## config.mk

```make
export PLATFORM = sky130hd
export DESIGN_NAME = tec_top
export DESIGN_NICKNAME = d
export VERILOG_FILES = /design/src/hdl/tec_pkg.sv /design/src/hdl/tec_top.sv /design/src/hdl/tec_sync.sv /design/src/hdl/tec_chan.sv
export SDC_FILE = /design/constraint.sdc
export NUM_CORES = 1
export LEC_CHECK = 0
export BUFFER_PORTS_ARGS = -buffer_cell sky130_fd_sc_hd__buf_4
export CORE_ASPECT_RATIO = 0.75
export CORE_MARGIN = 2
export CORE_UTILIZATION = 35
export CTS_CLUSTER_SIZE = 10
export DETAILED_ROUTE_END_ITERATION = 8
export GPL_ROUTABILITY_DRIVEN = 0
export HOLD_SLACK_MARGIN = 0.08
export PLACE_DENSITY = 0.63
export REMOVE_ABC_BUFFERS = 1
export SYNTH_ARGS = -nofsm -noshare
export SYNTH_HDL_FRONTEND = slang
export SYNTH_SLANG_ARGS = --single-unit
```

## constraint.sdc

```tcl
create_clock -name clk_i -period 9.8 [get_ports clk_i]
set_clock_uncertainty 0.05 [all_clocks]
set_input_delay 1.47 -clock clk_i [delete_from_list [all_inputs] [get_ports clk_i]]
set_output_delay 1.47 -clock clk_i [all_outputs]
set_load 0.01 [all_outputs]
```

## src/hdl/tec_pkg.sv

```systemverilog
// constants for the timer external count input block
//
// How it works
// - timer a steps on both edges of its external clock pin
// - timer b steps on both edges of its external clock pin
// - timer a counts up while its direction pin is high, down while low
// - timer b counts up while its direction pin is high, down while low
// - timer a quadrature mode takes phases from its clock and direction pins
// - timer b quadrature mode takes phases from its clock and direction pins
// - baud generator may take its clock from timer a clock pin
// - each of four shared port pins is switchable between port and timer use
package tec_pkg;

  // ---------------------------------------------------------------
  // register byte offsets
  // ---------------------------------------------------------------
  localparam logic [7:0] OFS_CTRL     = 8'h00;
  localparam logic [7:0] OFS_PINSEL   = 8'h04;
  localparam logic [7:0] OFS_PORT_OUT = 8'h08;
  localparam logic [7:0] OFS_PORT_OE  = 8'h0C;
  localparam logic [7:0] OFS_PORT_IN  = 8'h10;
  localparam logic [7:0] OFS_CNT_A    = 8'h14;
  localparam logic [7:0] OFS_CNT_B    = 8'h18;

  // ---------------------------------------------------------------
  // control fields; timer b fields sit at CTL_B_BASE above timer a
  // ---------------------------------------------------------------
  localparam int CTL_EN       = 0;
  localparam int CTL_EXT_CLK  = 1;
  localparam int CTL_EXT_DIR  = 2;
  localparam int CTL_SW_DIR   = 3;
  localparam int CTL_QUAD     = 4;
  localparam int CTL_B_BASE   = 8;
  localparam int CTL_BAUD_EXT = 16;

  // pin select / port bit positions
  localparam int PIN_A_CLK = 0;
  localparam int PIN_A_DIR = 1;
  localparam int PIN_B_CLK = 2;
  localparam int PIN_B_DIR = 3;
  localparam int NUM_PINS  = 4;

  // ---------------------------------------------------------------
  // reset values and defaults
  // ---------------------------------------------------------------
  localparam logic [31:0] CTRL_RST   = 32'h0000_0000;
  localparam logic [3:0]  PINSEL_RST = 4'h0;
  localparam logic [3:0]  PORT_RST   = 4'h0;
  localparam int          CNT_W      = 16;
  localparam int          INT_DIV    = 4;

endpackage

```

## src/hdl/tec_top.sv

```systemverilog
// apb-controlled external count inputs for two timers
//
// Chosen here: the placing of the registers and the APB slave port.
`timescale 1ns/1ps
module tec_top #(
  parameter int CNT_W   = tec_pkg::CNT_W,
  parameter int INT_DIV = tec_pkg::INT_DIV
) (
  input  wire logic        clk_i,
  input  wire logic        rst_n_i,
  input  wire logic        psel_i,
  input  wire logic        penable_i,
  input  wire logic        pwrite_i,
  input  wire logic [7:0]  paddr_i,
  input  wire logic [31:0] pwdata_i,
  output logic      [31:0] prdata_o,
  output logic             pready_o,
  output logic             pslverr_o,
  input  wire logic        port_one_bit_four_i,
  output logic             port_one_bit_four_o,
  output logic             port_one_bit_four_oe_o,
  input  wire logic        port_one_bit_five_i,
  output logic             port_one_bit_five_o,
  output logic             port_one_bit_five_oe_o,
  input  wire logic        port_one_bit_six_i,
  output logic             port_one_bit_six_o,
  output logic             port_one_bit_six_oe_o,
  input  wire logic        port_one_bit_seven_i,
  output logic             port_one_bit_seven_o,
  output logic             port_one_bit_seven_oe_o,
  output logic             baud_ext_sel_o,
  output logic             baud_tick_o
);

  initial begin
    if (CNT_W < 2 || CNT_W > 32) $error("counter width out of range");
    if (INT_DIV < 1 || INT_DIV > 256) $error("internal divider out of range");
  end

  localparam int          NP    = tec_pkg::NUM_PINS;
  localparam int          BB    = tec_pkg::CTL_B_BASE;
  localparam logic [7:0]  DIV_M = 8'(INT_DIV - 1);

  // ---------------------------------------------------------------
  // registers
  // ---------------------------------------------------------------
  logic [31:0]      ctrl_ff;
  logic [NP-1:0]    pinsel_ff;
  logic [NP-1:0]    port_out_ff;
  logic [NP-1:0]    port_oe_ff;
  logic [31:0]      prdata_ff;
  logic [7:0]       div_ff;
  logic             tick_ff;
  logic             baud_tick_ff;
  logic             a_clk_q_ff;
  logic [NP-1:0]    pin_raw;
  logic [NP-1:0]    pin_sync;
  logic [CNT_W-1:0] cnt_a;
  logic [CNT_W-1:0] cnt_b;

  // ---------------------------------------------------------------
  // apb decode
  // ---------------------------------------------------------------
  wire        setup    = psel_i & !penable_i;
  wire        access   = psel_i & penable_i;
  wire        wr_en    = access & pwrite_i;
  wire        hit_ctrl = paddr_i == tec_pkg::OFS_CTRL;
  wire        hit_sel  = paddr_i == tec_pkg::OFS_PINSEL;
  wire        hit_out  = paddr_i == tec_pkg::OFS_PORT_OUT;
  wire        hit_oe   = paddr_i == tec_pkg::OFS_PORT_OE;
  wire        hit_in   = paddr_i == tec_pkg::OFS_PORT_IN;
  wire        hit_a    = paddr_i == tec_pkg::OFS_CNT_A;
  wire        hit_b    = paddr_i == tec_pkg::OFS_CNT_B;
  wire        mapped   = hit_ctrl | hit_sel | hit_out | hit_oe | hit_in | hit_a | hit_b;
  // port input is read-only; a write there is refused
  wire        bad      = !mapped | (pwrite_i & hit_in);
  wire        wr_ok    = wr_en & !bad;
  wire        load_a   = wr_ok & hit_a;
  wire        load_b   = wr_ok & hit_b;
  wire [31:0] cnt_a_w  = 32'(cnt_a);
  wire [31:0] cnt_b_w  = 32'(cnt_b);
  wire [31:0] rd_mux   = hit_ctrl ? ctrl_ff :
                         hit_sel  ? 32'(pinsel_ff) :
                         hit_out  ? 32'(port_out_ff) :
                         hit_oe   ? 32'(port_oe_ff) :
                         hit_in   ? 32'(pin_sync) :
                         hit_a    ? cnt_a_w :
                         hit_b    ? cnt_b_w : 32'h0000_0000;

  assign pready_o  = 1'b1;
  assign pslverr_o = access & bad;
  assign prdata_o  = prdata_ff;

  // read data captured in setup, so it stands through the access phase
  always_ff @(posedge clk_i or negedge rst_n_i) begin
    if (!rst_n_i) begin
      prdata_ff <= 32'h0000_0000;
    end else if (setup) begin
      prdata_ff <= pwrite_i ? 32'h0000_0000 : rd_mux;
    end
  end

  always_ff @(posedge clk_i or negedge rst_n_i) begin
    if (!rst_n_i) begin
      ctrl_ff     <= tec_pkg::CTRL_RST;
      pinsel_ff   <= tec_pkg::PINSEL_RST;
      port_out_ff <= tec_pkg::PORT_RST;
      port_oe_ff  <= tec_pkg::PORT_RST;
    end else if (wr_ok) begin
      if (hit_ctrl) ctrl_ff     <= pwdata_i;
      if (hit_sel)  pinsel_ff   <= pwdata_i[NP-1:0];
      if (hit_out)  port_out_ff <= pwdata_i[NP-1:0];
      if (hit_oe)   port_oe_ff  <= pwdata_i[NP-1:0];
    end
  end

  // ---------------------------------------------------------------
  // shared pins
  // ---------------------------------------------------------------
  assign pin_raw = {port_one_bit_seven_i, port_one_bit_six_i,
                    port_one_bit_five_i, port_one_bit_four_i};

  tec_sync #(
    .W (NP)
  ) u_sync (
    .clk_i   (clk_i),
    .rst_n_i (rst_n_i),
    .d_i     (pin_raw),
    .q_o     (pin_sync)
  );

  // a pin given to the timer is never driven by the port
  wire [NP-1:0] oe_eff = port_oe_ff & ~pinsel_ff;

  assign port_one_bit_four_o     = port_out_ff[tec_pkg::PIN_A_CLK];
  assign port_one_bit_four_oe_o  = oe_eff[tec_pkg::PIN_A_CLK];
  assign port_one_bit_five_o     = port_out_ff[tec_pkg::PIN_A_DIR];
  assign port_one_bit_five_oe_o  = oe_eff[tec_pkg::PIN_A_DIR];
  assign port_one_bit_six_o      = port_out_ff[tec_pkg::PIN_B_CLK];
  assign port_one_bit_six_oe_o   = oe_eff[tec_pkg::PIN_B_CLK];
  assign port_one_bit_seven_o    = port_out_ff[tec_pkg::PIN_B_DIR];
  assign port_one_bit_seven_oe_o = oe_eff[tec_pkg::PIN_B_DIR];

  // ---------------------------------------------------------------
  // internal count rate
  // ---------------------------------------------------------------
  wire       div_end = div_ff == DIV_M;
  wire [7:0] nxt_div = div_end ? 8'h00 : div_ff + 8'h01;

  always_ff @(posedge clk_i or negedge rst_n_i) begin
    if (!rst_n_i) begin
      div_ff  <= 8'h00;
      tick_ff <= 1'b0;
    end else begin
      div_ff  <= nxt_div;
      tick_ff <= div_end;
    end
  end

  // ---------------------------------------------------------------
  // timer channels; external pins only count while selected
  // ---------------------------------------------------------------
  wire a_clk_ok = pinsel_ff[tec_pkg::PIN_A_CLK];
  wire a_dir_ok = pinsel_ff[tec_pkg::PIN_A_DIR];
  wire b_clk_ok = pinsel_ff[tec_pkg::PIN_B_CLK];
  wire b_dir_ok = pinsel_ff[tec_pkg::PIN_B_DIR];
  wire a_quad   = ctrl_ff[tec_pkg::CTL_QUAD];
  wire b_quad   = ctrl_ff[BB + tec_pkg::CTL_QUAD];
  wire a_ext    = ctrl_ff[tec_pkg::CTL_EXT_CLK];
  wire b_ext    = ctrl_ff[BB + tec_pkg::CTL_EXT_CLK];
  // quadrature needs both pins in timer use
  wire a_en     = ctrl_ff[tec_pkg::CTL_EN] &
                  (a_quad ? a_clk_ok & a_dir_ok : !a_ext | a_clk_ok);
  wire b_en     = ctrl_ff[BB + tec_pkg::CTL_EN] &
                  (b_quad ? b_clk_ok & b_dir_ok : !b_ext | b_clk_ok);
  wire a_xdir   = ctrl_ff[tec_pkg::CTL_EXT_DIR] & a_dir_ok;
  wire b_xdir   = ctrl_ff[BB + tec_pkg::CTL_EXT_DIR] & b_dir_ok;

  tec_chan #(
    .W (CNT_W)
  ) u_chan_a (
    .clk_i      (clk_i),
    .rst_n_i    (rst_n_i),
    .en_i       (a_en),
    .ext_clk_i  (a_ext),
    .ext_dir_i  (a_xdir),
    .sw_dir_i   (ctrl_ff[tec_pkg::CTL_SW_DIR]),
    .quad_i     (a_quad),
    .int_tick_i (tick_ff),
    .clk_pin_i  (pin_sync[tec_pkg::PIN_A_CLK]),
    .dir_pin_i  (pin_sync[tec_pkg::PIN_A_DIR]),
    .load_i     (load_a),
    .load_val_i (pwdata_i[CNT_W-1:0]),
    .count_o    (cnt_a)
  );

  tec_chan #(
    .W (CNT_W)
  ) u_chan_b (
    .clk_i      (clk_i),
    .rst_n_i    (rst_n_i),
    .en_i       (b_en),
    .ext_clk_i  (b_ext),
    .ext_dir_i  (b_xdir),
    .sw_dir_i   (ctrl_ff[BB + tec_pkg::CTL_SW_DIR]),
    .quad_i     (b_quad),
    .int_tick_i (tick_ff),
    .clk_pin_i  (pin_sync[tec_pkg::PIN_B_CLK]),
    .dir_pin_i  (pin_sync[tec_pkg::PIN_B_DIR]),
    .load_i     (load_b),
    .load_val_i (pwdata_i[CNT_W-1:0]),
    .count_o    (cnt_b)
  );

  // ---------------------------------------------------------------
  // baud source
  // ---------------------------------------------------------------
  // internal source ticks every cycle; the baud divider lives elsewhere
  wire baud_ext  = ctrl_ff[tec_pkg::CTL_BAUD_EXT] & a_clk_ok;
  wire a_rise    = pin_sync[tec_pkg::PIN_A_CLK] & !a_clk_q_ff;
  wire nxt_baud  = baud_ext ? a_rise : 1'b1;

  always_ff @(posedge clk_i or negedge rst_n_i) begin
    if (!rst_n_i) begin
      a_clk_q_ff   <= 1'b0;
      baud_tick_ff <= 1'b0;
    end else begin
      a_clk_q_ff   <= pin_sync[tec_pkg::PIN_A_CLK];
      baud_tick_ff <= nxt_baud;
    end
  end

  assign baud_ext_sel_o = baud_ext;
  assign baud_tick_o    = baud_tick_ff;

  wire [NP-1:0] oe_pins = {port_one_bit_seven_oe_o, port_one_bit_six_oe_o,
                           port_one_bit_five_oe_o, port_one_bit_four_oe_o};

  // ---------------------------------------------------------------
  // check helpers
  // ---------------------------------------------------------------
  // cycles since the last internal tick; a counter, not a long repetition
  logic [8:0] gap_ff;
  logic       gap_seen_ff;

  always_ff @(posedge clk_i or negedge rst_n_i) begin
    if (!rst_n_i) begin
      gap_ff      <= 9'h000;
      gap_seen_ff <= 1'b0;
    end else if (tick_ff) begin
      gap_ff      <= 9'h000;
      gap_seen_ff <= 1'b1;
    end else begin
      gap_ff      <= gap_ff + 9'h001;
    end
  end
endmodule

```

## src/hdl/tec_sync.sv

```systemverilog
// two-flop synchroniser for pin inputs
`timescale 1ns/1ps
module tec_sync #(
  parameter int W = 4
) (
  input  wire logic         clk_i,
  input  wire logic         rst_n_i,
  input  wire logic [W-1:0] d_i,
  output logic      [W-1:0] q_o
);

  logic [W-1:0] meta_ff;
  logic [W-1:0] sync_ff;

  // first stage feeds only the second
  always_ff @(posedge clk_i or negedge rst_n_i) begin
    if (!rst_n_i) begin
      meta_ff <= '0;
      sync_ff <= '0;
    end else begin
      meta_ff <= d_i;
      sync_ff <= meta_ff;
    end
  end

  assign q_o = sync_ff;

endmodule

```

## src/hdl/tec_chan.sv

```systemverilog
// one up/down counter channel with edge and quadrature decode
`timescale 1ns/1ps
module tec_chan #(
  parameter int W = 16
) (
  input  wire logic         clk_i,
  input  wire logic         rst_n_i,
  input  wire logic         en_i,
  input  wire logic         ext_clk_i,
  input  wire logic         ext_dir_i,
  input  wire logic         sw_dir_i,
  input  wire logic         quad_i,
  input  wire logic         int_tick_i,
  input  wire logic         clk_pin_i,
  input  wire logic         dir_pin_i,
  input  wire logic         load_i,
  input  wire logic [W-1:0] load_val_i,
  output logic      [W-1:0] count_o
);

  localparam logic [W-1:0] ONE = W'(1);

  initial begin
    if (W < 2 || W > 32) $error("tec_chan width out of range");
  end

  logic         clk_q_ff;
  logic         dir_q_ff;
  logic [W-1:0] cnt_ff;
  logic [W-1:0] nxt_cnt;

  // ---------------------------------------------------------------
  // decode
  // ---------------------------------------------------------------
  wire clk_edge  = clk_pin_i ^ clk_q_ff;
  wire dir_edge  = dir_pin_i ^ dir_q_ff;
  // both phases moving at once is illegal; it is dropped
  wire quad_step = clk_edge ^ dir_edge;
  wire quad_up   = clk_pin_i ^ dir_q_ff;
  wire lin_step  = ext_clk_i ? clk_edge : int_tick_i;
  wire lin_up    = ext_dir_i ? dir_pin_i : sw_dir_i;
  wire step      = en_i & (quad_i ? quad_step : lin_step);
  wire up        = quad_i ? quad_up : lin_up;

  // software load wins over a step in the same cycle
  assign nxt_cnt = load_i ? load_val_i :
                   !step  ? cnt_ff :
                   up     ? cnt_ff + ONE : cnt_ff - ONE;

  always_ff @(posedge clk_i or negedge rst_n_i) begin
    if (!rst_n_i) begin
      clk_q_ff <= 1'b0;
      dir_q_ff <= 1'b0;
      cnt_ff   <= '0;
    end else begin
      clk_q_ff <= clk_pin_i;
      dir_q_ff <= dir_pin_i;
      cnt_ff   <= nxt_cnt;
    end
  end

  assign count_o = cnt_ff;

  wire lin_ext = en_i & !quad_i & ext_clk_i & !load_i;
  wire quad_on = en_i & quad_i & !load_i;
endmodule

```

==> impl_metrics.tcl, run 1 <==
set metrics [dict create \
    drc_errors 0 \
    fp.dieW_um 163 \
    tritoncts "built" \
    ir_worst_vdd_v 0.0000865 \
    yosysTopAreaCellShare 0.493 \
    synth_compound_area_frac 0.135 \
    clockBufferDepth 2 \
    vias 5255 \
    area_growth_pct 22.8 \
    power_leakage_nw 3.49 \
    relSlewSlack 0.190 \
    pin_count 93 \
    yosys.cell_count.top_type "dfrtp_1" \
    switching_power_w 0.000297 \
    yosys_warnings 0 \
    insertion_delay_ps 420 \
    report.final.slew_viol_count 0 \
    path_common_cell "or3_1" \
    slowest_delay_ps 1100 \
    routed_wl_um 17200 \
    postSynthCellCount 636 \
    clock_power_share 0.506 \
    yosys-top-cells-count "130 x dfrtp_1, 65 x nor2_1, 53 x a21oi_1, 45 x mux2_2" \
    drtPass1Iterations 5 \
    cts.sinks 130 \
    cp_slowest_cell "nor3b_2" \
    hold_slack_ps 300 \
    synth_area_leaders "dfrtp_1 49%, mux2_2 7.7%, xnor2_1 4.6%" \
    criticalPathCategory "input port to flop" \
    power.internal_w 0.000993 \
    synthMuxAreaShare 0.109 \
    path_cells "buf_4, or3_1, or3_1, nor4_2, nor3b_2, a22o_1" \
    synth_area_per_cell_sq_um 10.4 \
    setup_tns_ps 0 \
    die_y_um 123 \
    dp_hpwl_um 12100 \
    post_cts_buffers 0 \
    max_cap_viol_count 0 \
    async_flop_share 1.00 \
    dpl_cell_area_sq_um 7470 \
    cp_data_required_time_ps 10100 \
    synth_cell_types 60 \
    cts.reportedPaths.clkPinSlew_ps 60 \
    wl_met1_um 8690 \
    finalNonFillerCells 970 \
    synth_ff_type "dfrtp_1" \
    fin_crit_ps 4410 \
    cts_made_buffers 17 \
    dp_cells 937 \
    top_layer "met4" \
    clock.fmax_mhz 227 \
    critPathMaxFanout 16 \
    grt_pass1_wl_um 27900 \
    seq_power_share 0.432 \
    cts_max_level 4 \
    design_area_sq_um 8110 \
    start_kind "input port" \
    fp.coreArea_sq_um 18500 \
    grt_max_degree 74 \
    port_buffers 91 \
    synth_edf_count 0 \
    hold_violations 0 \
    grt_use_total 0.182 \
    via_per_inst 5.42 \
    synth_area_leader_cell "dfrtp_1" \
    nNetsFinal 763 \
    status "finished, final reports clean" \
    met2_length_um 7230 \
    crit_path_end_kind "flop" \
    synth_area_sq_um 6600 \
    cts_hold_buf 0 \
    antennaDiodeCount 0 \
    overflow 0 \
    drt_iter0_markers 437 \
    worstPathArrival_ps 4710 \
    grt_pass1_vias 5167 \
    combPwrFrac 0.061 \
    rsz0062_at_grt "false" \
    worstMarginPinSlew_ps 1200 \
    powerDensity_nw_per_um2 159 \
    cts_resized 0 \
    wl_met3_um 1130 \
    fp-row-count 43 \
    wl_per_cell_um 17.7 \
    synth_top_family_by_area "simple AND/OR/NAND/NOR gates" \
    cts_root_buf "clkbuf_16" \
    antenna_found_initial 0 \
    finalSetupViolCount 0 \
    finalCritPeriodShare 0.450 \
    synth-seq-area-share 0.493 \
    drive_gt1_frac 0.254 \
    synth_xor_xnor_area_share 0.0578 \
    start_util 0.357 \
    hold_path.class "flop to flop" \
    ant_nets 0 \
    synth-simple-area-share 0.170 \
    switching_share 0.230 \
    synthAdderAreaFrac 0.00758 \
    yosys_register_bits 130 \
    die-area_sq_um 20000 \
]
==> power groups by stage <==
stage | Combinational (W) | Sequential, W | Clock (W)
floorplan | 0.0000339 | 0.000563 | 0
global placement | 0.0000790 | 0.000567 | 0
detailed placement | 0.0000792 | 0.000567 | 0
CTS | 0.0000794 | 0.000558 | 0.000666
global route | 0.0000879 | 0.000559 | 0.000695
finish | 0.0000789 | 0.000558 | 0.000654
==> per-layer routing <==
| metal | GRT usage | vias up |
|---|---|---|
| met5 | 0 | - |
| met4 | 0.0454 | 0 |
| met3 | 0.0533 | 14 |
| met2 | 0.263 | 180 |
| met1 | 0.267 | 2599 |
| li1 | - | 2462 |
==> cell families after synthesis <==
kind of cell,Yosys count
AO/OA/AOI/OAI,135
XOR/XNOR,42
adder cells (fa/ha/maj),4
buffers and inverters,46
flip-flops,130
multiplexers,61
other,1
AND/OR/NAND/NOR,217
==> metrics by stage <==
stage                     total power, W  setup WS (ps)   util
after floorplan                 0.000597           5800      -
after global placement          0.000646           5090  0.403
after detailed placement        0.000646           4960  0.403
after CTS                        0.00130           5400  0.437
after global routing             0.00134           5120  0.438
final                            0.00129           5390  0.438
==> worst max-delay path: cells and delay by family <==
family / cells / cell delay, ps
compound gates: 1 / 260
simple gates: 4 / 2860
buf+inv: 1 / 100
==> worst paths after layout <==
| check | from | endpoint | slack, ps | depth (start not counted) |
|---|---|---|---|---|
| min in group asynchronous | rst_n_i | ctrl_ff[13] | 1030 | 1 |
| worst min register to register | u_sync.meta_ff[3] | u_sync.q_o[3] | 300 | 0 |
| worst max register to register | ctrl_ff[4] | u_chan_a.count_o[14] | 6390 | 11 |
| worst max-delay path | paddr_i[7] | prdata_o[17] | 5390 | 6 |
| max in group asynchronous | rst_n_i | div_ff[2] | 7470 | 2 |
| worst min-delay path | u_sync.meta_ff[3] | u_sync.q_o[3] | 300 | 0 |
==> state kept, by name, indices dropped and copies added, names as in the netlist <==
register / flops
u_chan_a.dir_q_ff: 1
baud_tick_o: 1
u_chan_b.clk_q_ff: 1
u_sync.meta_ff: 4
prdata_o: 32
pinsel_ff: 4
u_chan_a.clk_q_ff: 1
port_out_ff: 4
u_sync.q_o: 4
u_chan_b.count_o: 16
port_oe_ff: 4
tick_ff: 1
u_chan_a.count_o: 16
div_ff: 8
ctrl_ff: 32
u_chan_b.dir_q_ff: 1
==> area by class of cell <==
| cell class | count | area, sq um |
|---|---|---|
| fillers | 1808 | 10400 |
| flip-flops and latches | 130 | 3250 |
| multi-input cells | 460 | 3170 |
| repair buffers | 97 | 752 |
| clock buffers | 20 | 457 |
| well taps | 247 | 309 |
| clock inverters | 12 | 156 |
| inverters | 4 | 15.0 |
==> cells in the final DEF (no fill, tap or decap), types with 8 or more instances in the layout <==
master,count
dfrtp_1,130
buf_4,95
nor2_1,65
a21oi_1,53
mux2_2,45
xnor2_1,35
nand2_1,35
a22o_1,32
nand3_1,19
o21ai_0,17
clkbuf_16,17
or3_1,16
or4_1,14
nor3_1,12
mux2i_1,11
nand4_1,10
nor2b_1,8
Power figures use the tool's default switching activity.
==> inputs of run 2 (changes only) <==
==> constraint.sdc (replaced) <==
create_clock -name clk_i -period 4.41 [get_ports clk_i]
set_clock_uncertainty 0.05 [all_clocks]
set_input_delay 0.6615 -clock clk_i [delete_from_list [all_inputs] [get_ports clk_i]]
set_output_delay 0.6615 -clock clk_i [all_outputs]
set_load 0.01 [all_outputs]
==> impl_metrics.tcl, run 2 (synthesis results as in run 1) <==
set metrics [dict create \
    status "finished, final reports clean" \
    r2r_cells 11 \
    die-area_sq_um 20000 \
    routed_wl_um 17500 \
    antennaDiodeCount 0 \
    finalPower_w 0.00293 \
    r2r_end "u_chan_a.count_o[14]" \
    setup_tns_ps 0 \
    fin_crit_ps 3290 \
    grt_use_total 0.181 \
    clockBufferDepth 2 \
    antenna_found_initial 0 \
    path_cells "and4b_1, a221o_1, xnor2_1, ha_1, or4_1, nor3_1, o21a_1, nor3_1, a211oi_2, xnor2_1, a21oi_1" \
    grt_pass1_vias 5127 \
    wl_met3_um 1200 \
    dp_hpwl_um 12300 \
    n_fill_cell 1755 \
    cp_data_required_time_ps 4620 \
    ir_worst_vdd_v 0.000218 \
    crit_path_end_kind "flop" \
    finalCritPeriodShare 0.747 \
    overflow 0 \
    clock.fmax_mhz 304 \
    fp.dieW_um 163 \
    hold_violations 0 \
    rsz0062_at_grt "false" \
    cts_resized 0 \
    nNetsFinal 768 \
    drtPass1Iterations 6 \
    ant_nets 0 \
    wl_met1_um 8530 \
    pin_count 93 \
    drc_errors 0 \
    via_per_inst 5.41 \
    worstMarginPinSlew_ps 910 \
    cts_max_level 4 \
    area_growth_pct 23.4 \
    powerDensity_nw_per_um2 360 \
    final_common_cell "dfrtp_1" \
    cts_made_buffers 17 \
    rrSetupSlack_ps 1120 \
    r2r-start "ctrl_ff[4]" \
    cp.depth 11 \
    criticalPathCategory "flop to flop" \
    cp_slowest_cell "a221o_1" \
    worstPathArrival_ps 3500 \
    cp-startpoint "ctrl_ff[4]" \
    wl_per_cell_um 18.0 \
    start_kind "flop" \
    cts_root_buf "clkbuf_16" \
    grt_pass1_wl_um 28100 \
    cts.sinks 130 \
    finalSetupViolCount 0 \
    crit_family "compound AO/OA/AOI/OAI gates" \
    crit_buf_inv 0 \
    fp.coreArea_sq_um 18500 \
    start_util 0.357 \
    power_leakage_nw 3.52 \
    relSlewSlack 0.388 \
    report.final.slew_viol_count 0 \
    hold_slack_ps 224 \
    cts.reportedPaths.clkPinSlew_ps 60 \
    port_buffers 91 \
    drive_gt1_frac 0.260 \
    top_layer "met4" \
    tritoncts "built" \
    cp-endpoint "u_chan_a.count_o[14]" \
    max_cap_viol_count 0 \
    hold_path.class "input port to asynchronous set/reset pin" \
    vias 5268 \
    final_cell_mix "130 x dfrtp_1, 101 x buf_4, 65 x nor2_1, 53 x a21oi_1, 45 x mux2_2" \
    fp-row-count 43 \
    slowest_delay_ps 500 \
    critPathMaxFanout 15 \
    insertion_delay_ps 420 \
    die_y_um 123 \
    cts_hold_buf 0 \
    grt_max_degree 82 \
    met2_length_um 7590 \
    post_cts_buffers 0 \
    drt_iter0_markers 481 \
]
[run 2: cell types whose count changed in the layout (fill, tap and decap cells not counted)]
| cell | delta |
|---|---|
| buf_4 | +6 |
| clkinv_4 | +2 |
| buf_16 | -1 |
| bufinv_16 | +1 |
| clkbuf_1 | -1 |
| clkinv_2 | -1 |
| clkinvlp_4 | -1 |
| inv_6 | -1 |
[run 2: area by class of cell]
cell class / count / area, sq um / share of cell area
sequential: 130 / 3250 / 0.399
multi-input combinational: 460 / 3170 / 0.389
timing repair buffer: 102 / 769 / 0.0944
clock buffer: 19 / 453 / 0.0556
tap: 247 / 309 / 0.0379
clock inverter: 12 / 183 / 0.0224
inverter: 4 / 15.0 / 0.00184
[run 2: worst min-delay path by stage]
stage / cells past startpoint / start / to / slack (ps)
2_1_floorplan: 0 / u_sync.meta_ff[0] / u_sync.q_o[0] / 280
3_3_place_gp: 0 / u_sync.meta_ff[1] / u_sync.q_o[1] / 280
3_5_place_dp: 0 / u_sync.meta_ff[1] / u_sync.q_o[1] / 290
4_1_cts: 1 / rst_n_i / prdata_o[15] / 270
5_1_grt: 1 / port_one_bit_four_i / u_sync.meta_ff[0] / 280
6_report: 1 / rst_n_i / prdata_o[15] / 220
[run 2: worst register-to-register path, cell delays in order (launching register included)]
cell	delay, ps
dfrtp_1	490
and4b_1	250
a221o_1	500
xnor2_1	220
ha_1	280
or4_1	460
nor3_1	160
o21a_1	200
nor3_1	80
a211oi_2	220
xnor2_1	140
a21oi_1	90
[run 2: where the power goes]
| part | switching, W | internal, W | total, W | leakage (nW) |
|---|---|---|---|---|
| logic | 0.000102 | 0.0000767 | 0.000178 | 1.61 |
| clock network | 0.000541 | 0.000975 | 0.00152 | 0.301 |
| registers | 0.0000268 | 0.00121 | 0.00124 | 1.61 |
[run 2: stage by stage]
| step | cell area (sq um) | utilization | std cells | setup slack [ps] |
|---|---|---|---|---|
| 2_1_floorplan | 6430 | - | 594 | 1210 |
| 3_3_place_gp | 7510 | 0.406 | 943 | 1210 |
| 3_5_place_dp | 7510 | 0.406 | 943 | 1130 |
| 4_1_cts | 8150 | 0.440 | 974 | 1120 |
| 5_1_grt | 8150 | 0.440 | 974 | 894 |
| 6_report | 8150 | 0.440 | 974 | 1120 |
[run 2: metal layers]
layer / vias up / track usage
met5: - / 0
met4: 0 / 0.0426
met3: 22 / 0.0426
met2: 197 / 0.269
met1: 2581 / 0.269
li1: 2468 / -
==> inputs of run 3 (changes only) <==
==> constraint.sdc (replaced) <==
create_clock -name clk_i -period 3.1 [get_ports clk_i]
set_clock_uncertainty 0.05 [all_clocks]
set_input_delay 0.465 -clock clk_i [delete_from_list [all_inputs] [get_ports clk_i]]
set_output_delay 0.465 -clock clk_i [all_outputs]
set_load 0.01 [all_outputs]
==> impl_metrics.tcl, run 3 (synthesis results as in run 1) <==
set metrics [dict create \
    status "finished, final reports clean" \
    power_leakage_nw 3.55 \
    powerDensity_nw_per_um2 478 \
    nNetsFinal 778 \
    fin_crit_ps 2870 \
    hp-start "port_one_bit_five_i" \
    ant_nets 0 \
    hold_violations 0 \
    start_kind "flop" \
    grt_pass1_vias 5092 \
    rsz0062_at_grt "false" \
    cts_made_buffers 17 \
    fp.dieW_um 163 \
    finalSetupViolCount 0 \
    cts.reportedPaths.clkPinSlew_ps 60 \
    overflow 0 \
    cp-startpoint "ctrl_ff[4]" \
    clock.fmax_mhz 349 \
    cts_resized 0 \
    area_growth_pct 23.4 \
    tritoncts "built" \
    port_buffers 91 \
    drc_errors 0 \
    relSlewSlack 0.501 \
    dp_hpwl_um 12400 \
    n_fill_cell 1791 \
    wl_per_cell_um 17.6 \
    grt_use_total 0.180 \
    post_cts_buffers 0 \
    insertion_delay_ps 420 \
    critPathMaxFanout 8 \
    path_cells "and4b_1, a221o_1, xnor2_1, ha_1, or4_1, nor3_1, o21a_1, nor3_1, a211oi_2, xnor2_1, a21oi_1" \
    final_cell_mix "130 x dfrtp_1, 108 x buf_4, 65 x nor2_1, 53 x a21oi_1, 45 x mux2_2" \
    pin_count 93 \
    die_y_um 123 \
    cts_root_buf "clkbuf_16" \
    max_cap_viol_count 0 \
    drt_iter0_markers 462 \
    cts_max_level 4 \
    cts.sinks 130 \
    drtPass1Iterations 7 \
    dpl_cell_area_sq_um 7600 \
    grt_max_degree 57 \
    dp_cells 952 \
    criticalPathCategory "flop to flop" \
    report.final.slew_viol_count 0 \
    fp-row-count 43 \
    start_util 0.357 \
    vias 5284 \
    worstMarginPinSlew_ps 747 \
    finalCritPeriodShare 0.925 \
    drive_gt1_frac 0.261 \
    antennaDiodeCount 0 \
    grt_pass1_wl_um 27900 \
    crit_path_end_kind "flop" \
    slowest_delay_ps 480 \
    ir_worst_vdd_v 0.000285 \
    cts_hold_buf 1 \
    finalNonFillerCells 982 \
    routed_wl_um 17300 \
    antenna_found_initial 0 \
    via_per_inst 5.38 \
    die-area_sq_um 20000 \
    setup_tns_ps 0 \
    clockBufferDepth 2 \
    design_area_sq_um 8150 \
    hold_slack_ps 99.0 \
    finalPower_w 0.00389 \
    fp.coreArea_sq_um 18500 \
    worstPathArrival_ps 3120 \
    cp_data_required_time_ps 3350 \
    hold_path.class "input port to flop" \
    r2r-start "ctrl_ff[4]" \
    final_common_cell "dfrtp_1" \
    cp_slowest_cell "dfrtp_1" \
]
run 3: cell types whose count changed in the layout (fill, tap and decap cells not counted), sizes merged:
| cell | delta |
|---|---|
| buf | +9 |
| bufinv | -2 |
| clkbuf | +2 |
| clkinv | +1 |
| clkinvlp | -3 |
| dlygate4sd3 | +1 |
run 3: path summary, 6_finish.rpt:
path,endpoint,slack [ps],cells past startpoint
min in group asynchronous,prdata_o[14],520,2
max in group asynchronous,ctrl_ff[17],1790,3
worst max-delay path,u_chan_a.count_o[14],230,11
worst max register to register,u_chan_a.count_o[14],230,11
worst min register to register,u_sync.q_o[0],300,0
worst min-delay path,u_sync.meta_ff[1],100,1
run 3: cell type report:
cell class,count,area (sq um),share of cell area
sequential,130,3250,0.399
multi-input combinational,460,3170,0.389
timing repair buffer,112,872,0.107
clock buffer,21,440,0.0541
tap,247,309,0.0379
clock inverter,8,90.1,0.0111
inverter,4,15.0,0.00184
run 3: critical path: cells and delay by family, from the launching register on:
family | cells | cell delay [ps]
XOR/XNOR | 2 | 280
flip-flops | 1 | 480
AO/OA/AOI/OAI | 4 | 800
AND/OR/NAND/NOR | 4 | 950
adder cells (fa/ha/maj) | 1 | 190
run 3: power by group:
| group | internal (W) | switching, W | leakage (nW) |
|---|---|---|---|
| Clock | 0.00116 | 0.000711 | 0.266 |
| Combinational | 0.000113 | 0.000146 | 1.67 |
| Sequential | 0.00173 | 0.0000364 | 1.61 |
run 3: metrics by stage:
| step | util | worst slack [ps] |
|---|---|---|
| 2_1_floorplan | - | 100 |
| 3_3_place_gp | 0.411 | 313 |
| 3_5_place_dp | 0.411 | 265 |
| 4_1_cts | 0.440 | 247 |
| 5_1_grt | 0.440 | 54.7 |
| 6_report | 0.440 | 233 |
run 3: layer usage:
layer	track usage	vias up	routed length (um)
met4	0.0492	0	194
met3	0.0436	20	1080
met1	0.272	2583	8750
met2	0.258	186	7260
li1	-	2495	-
met5	0	-	0
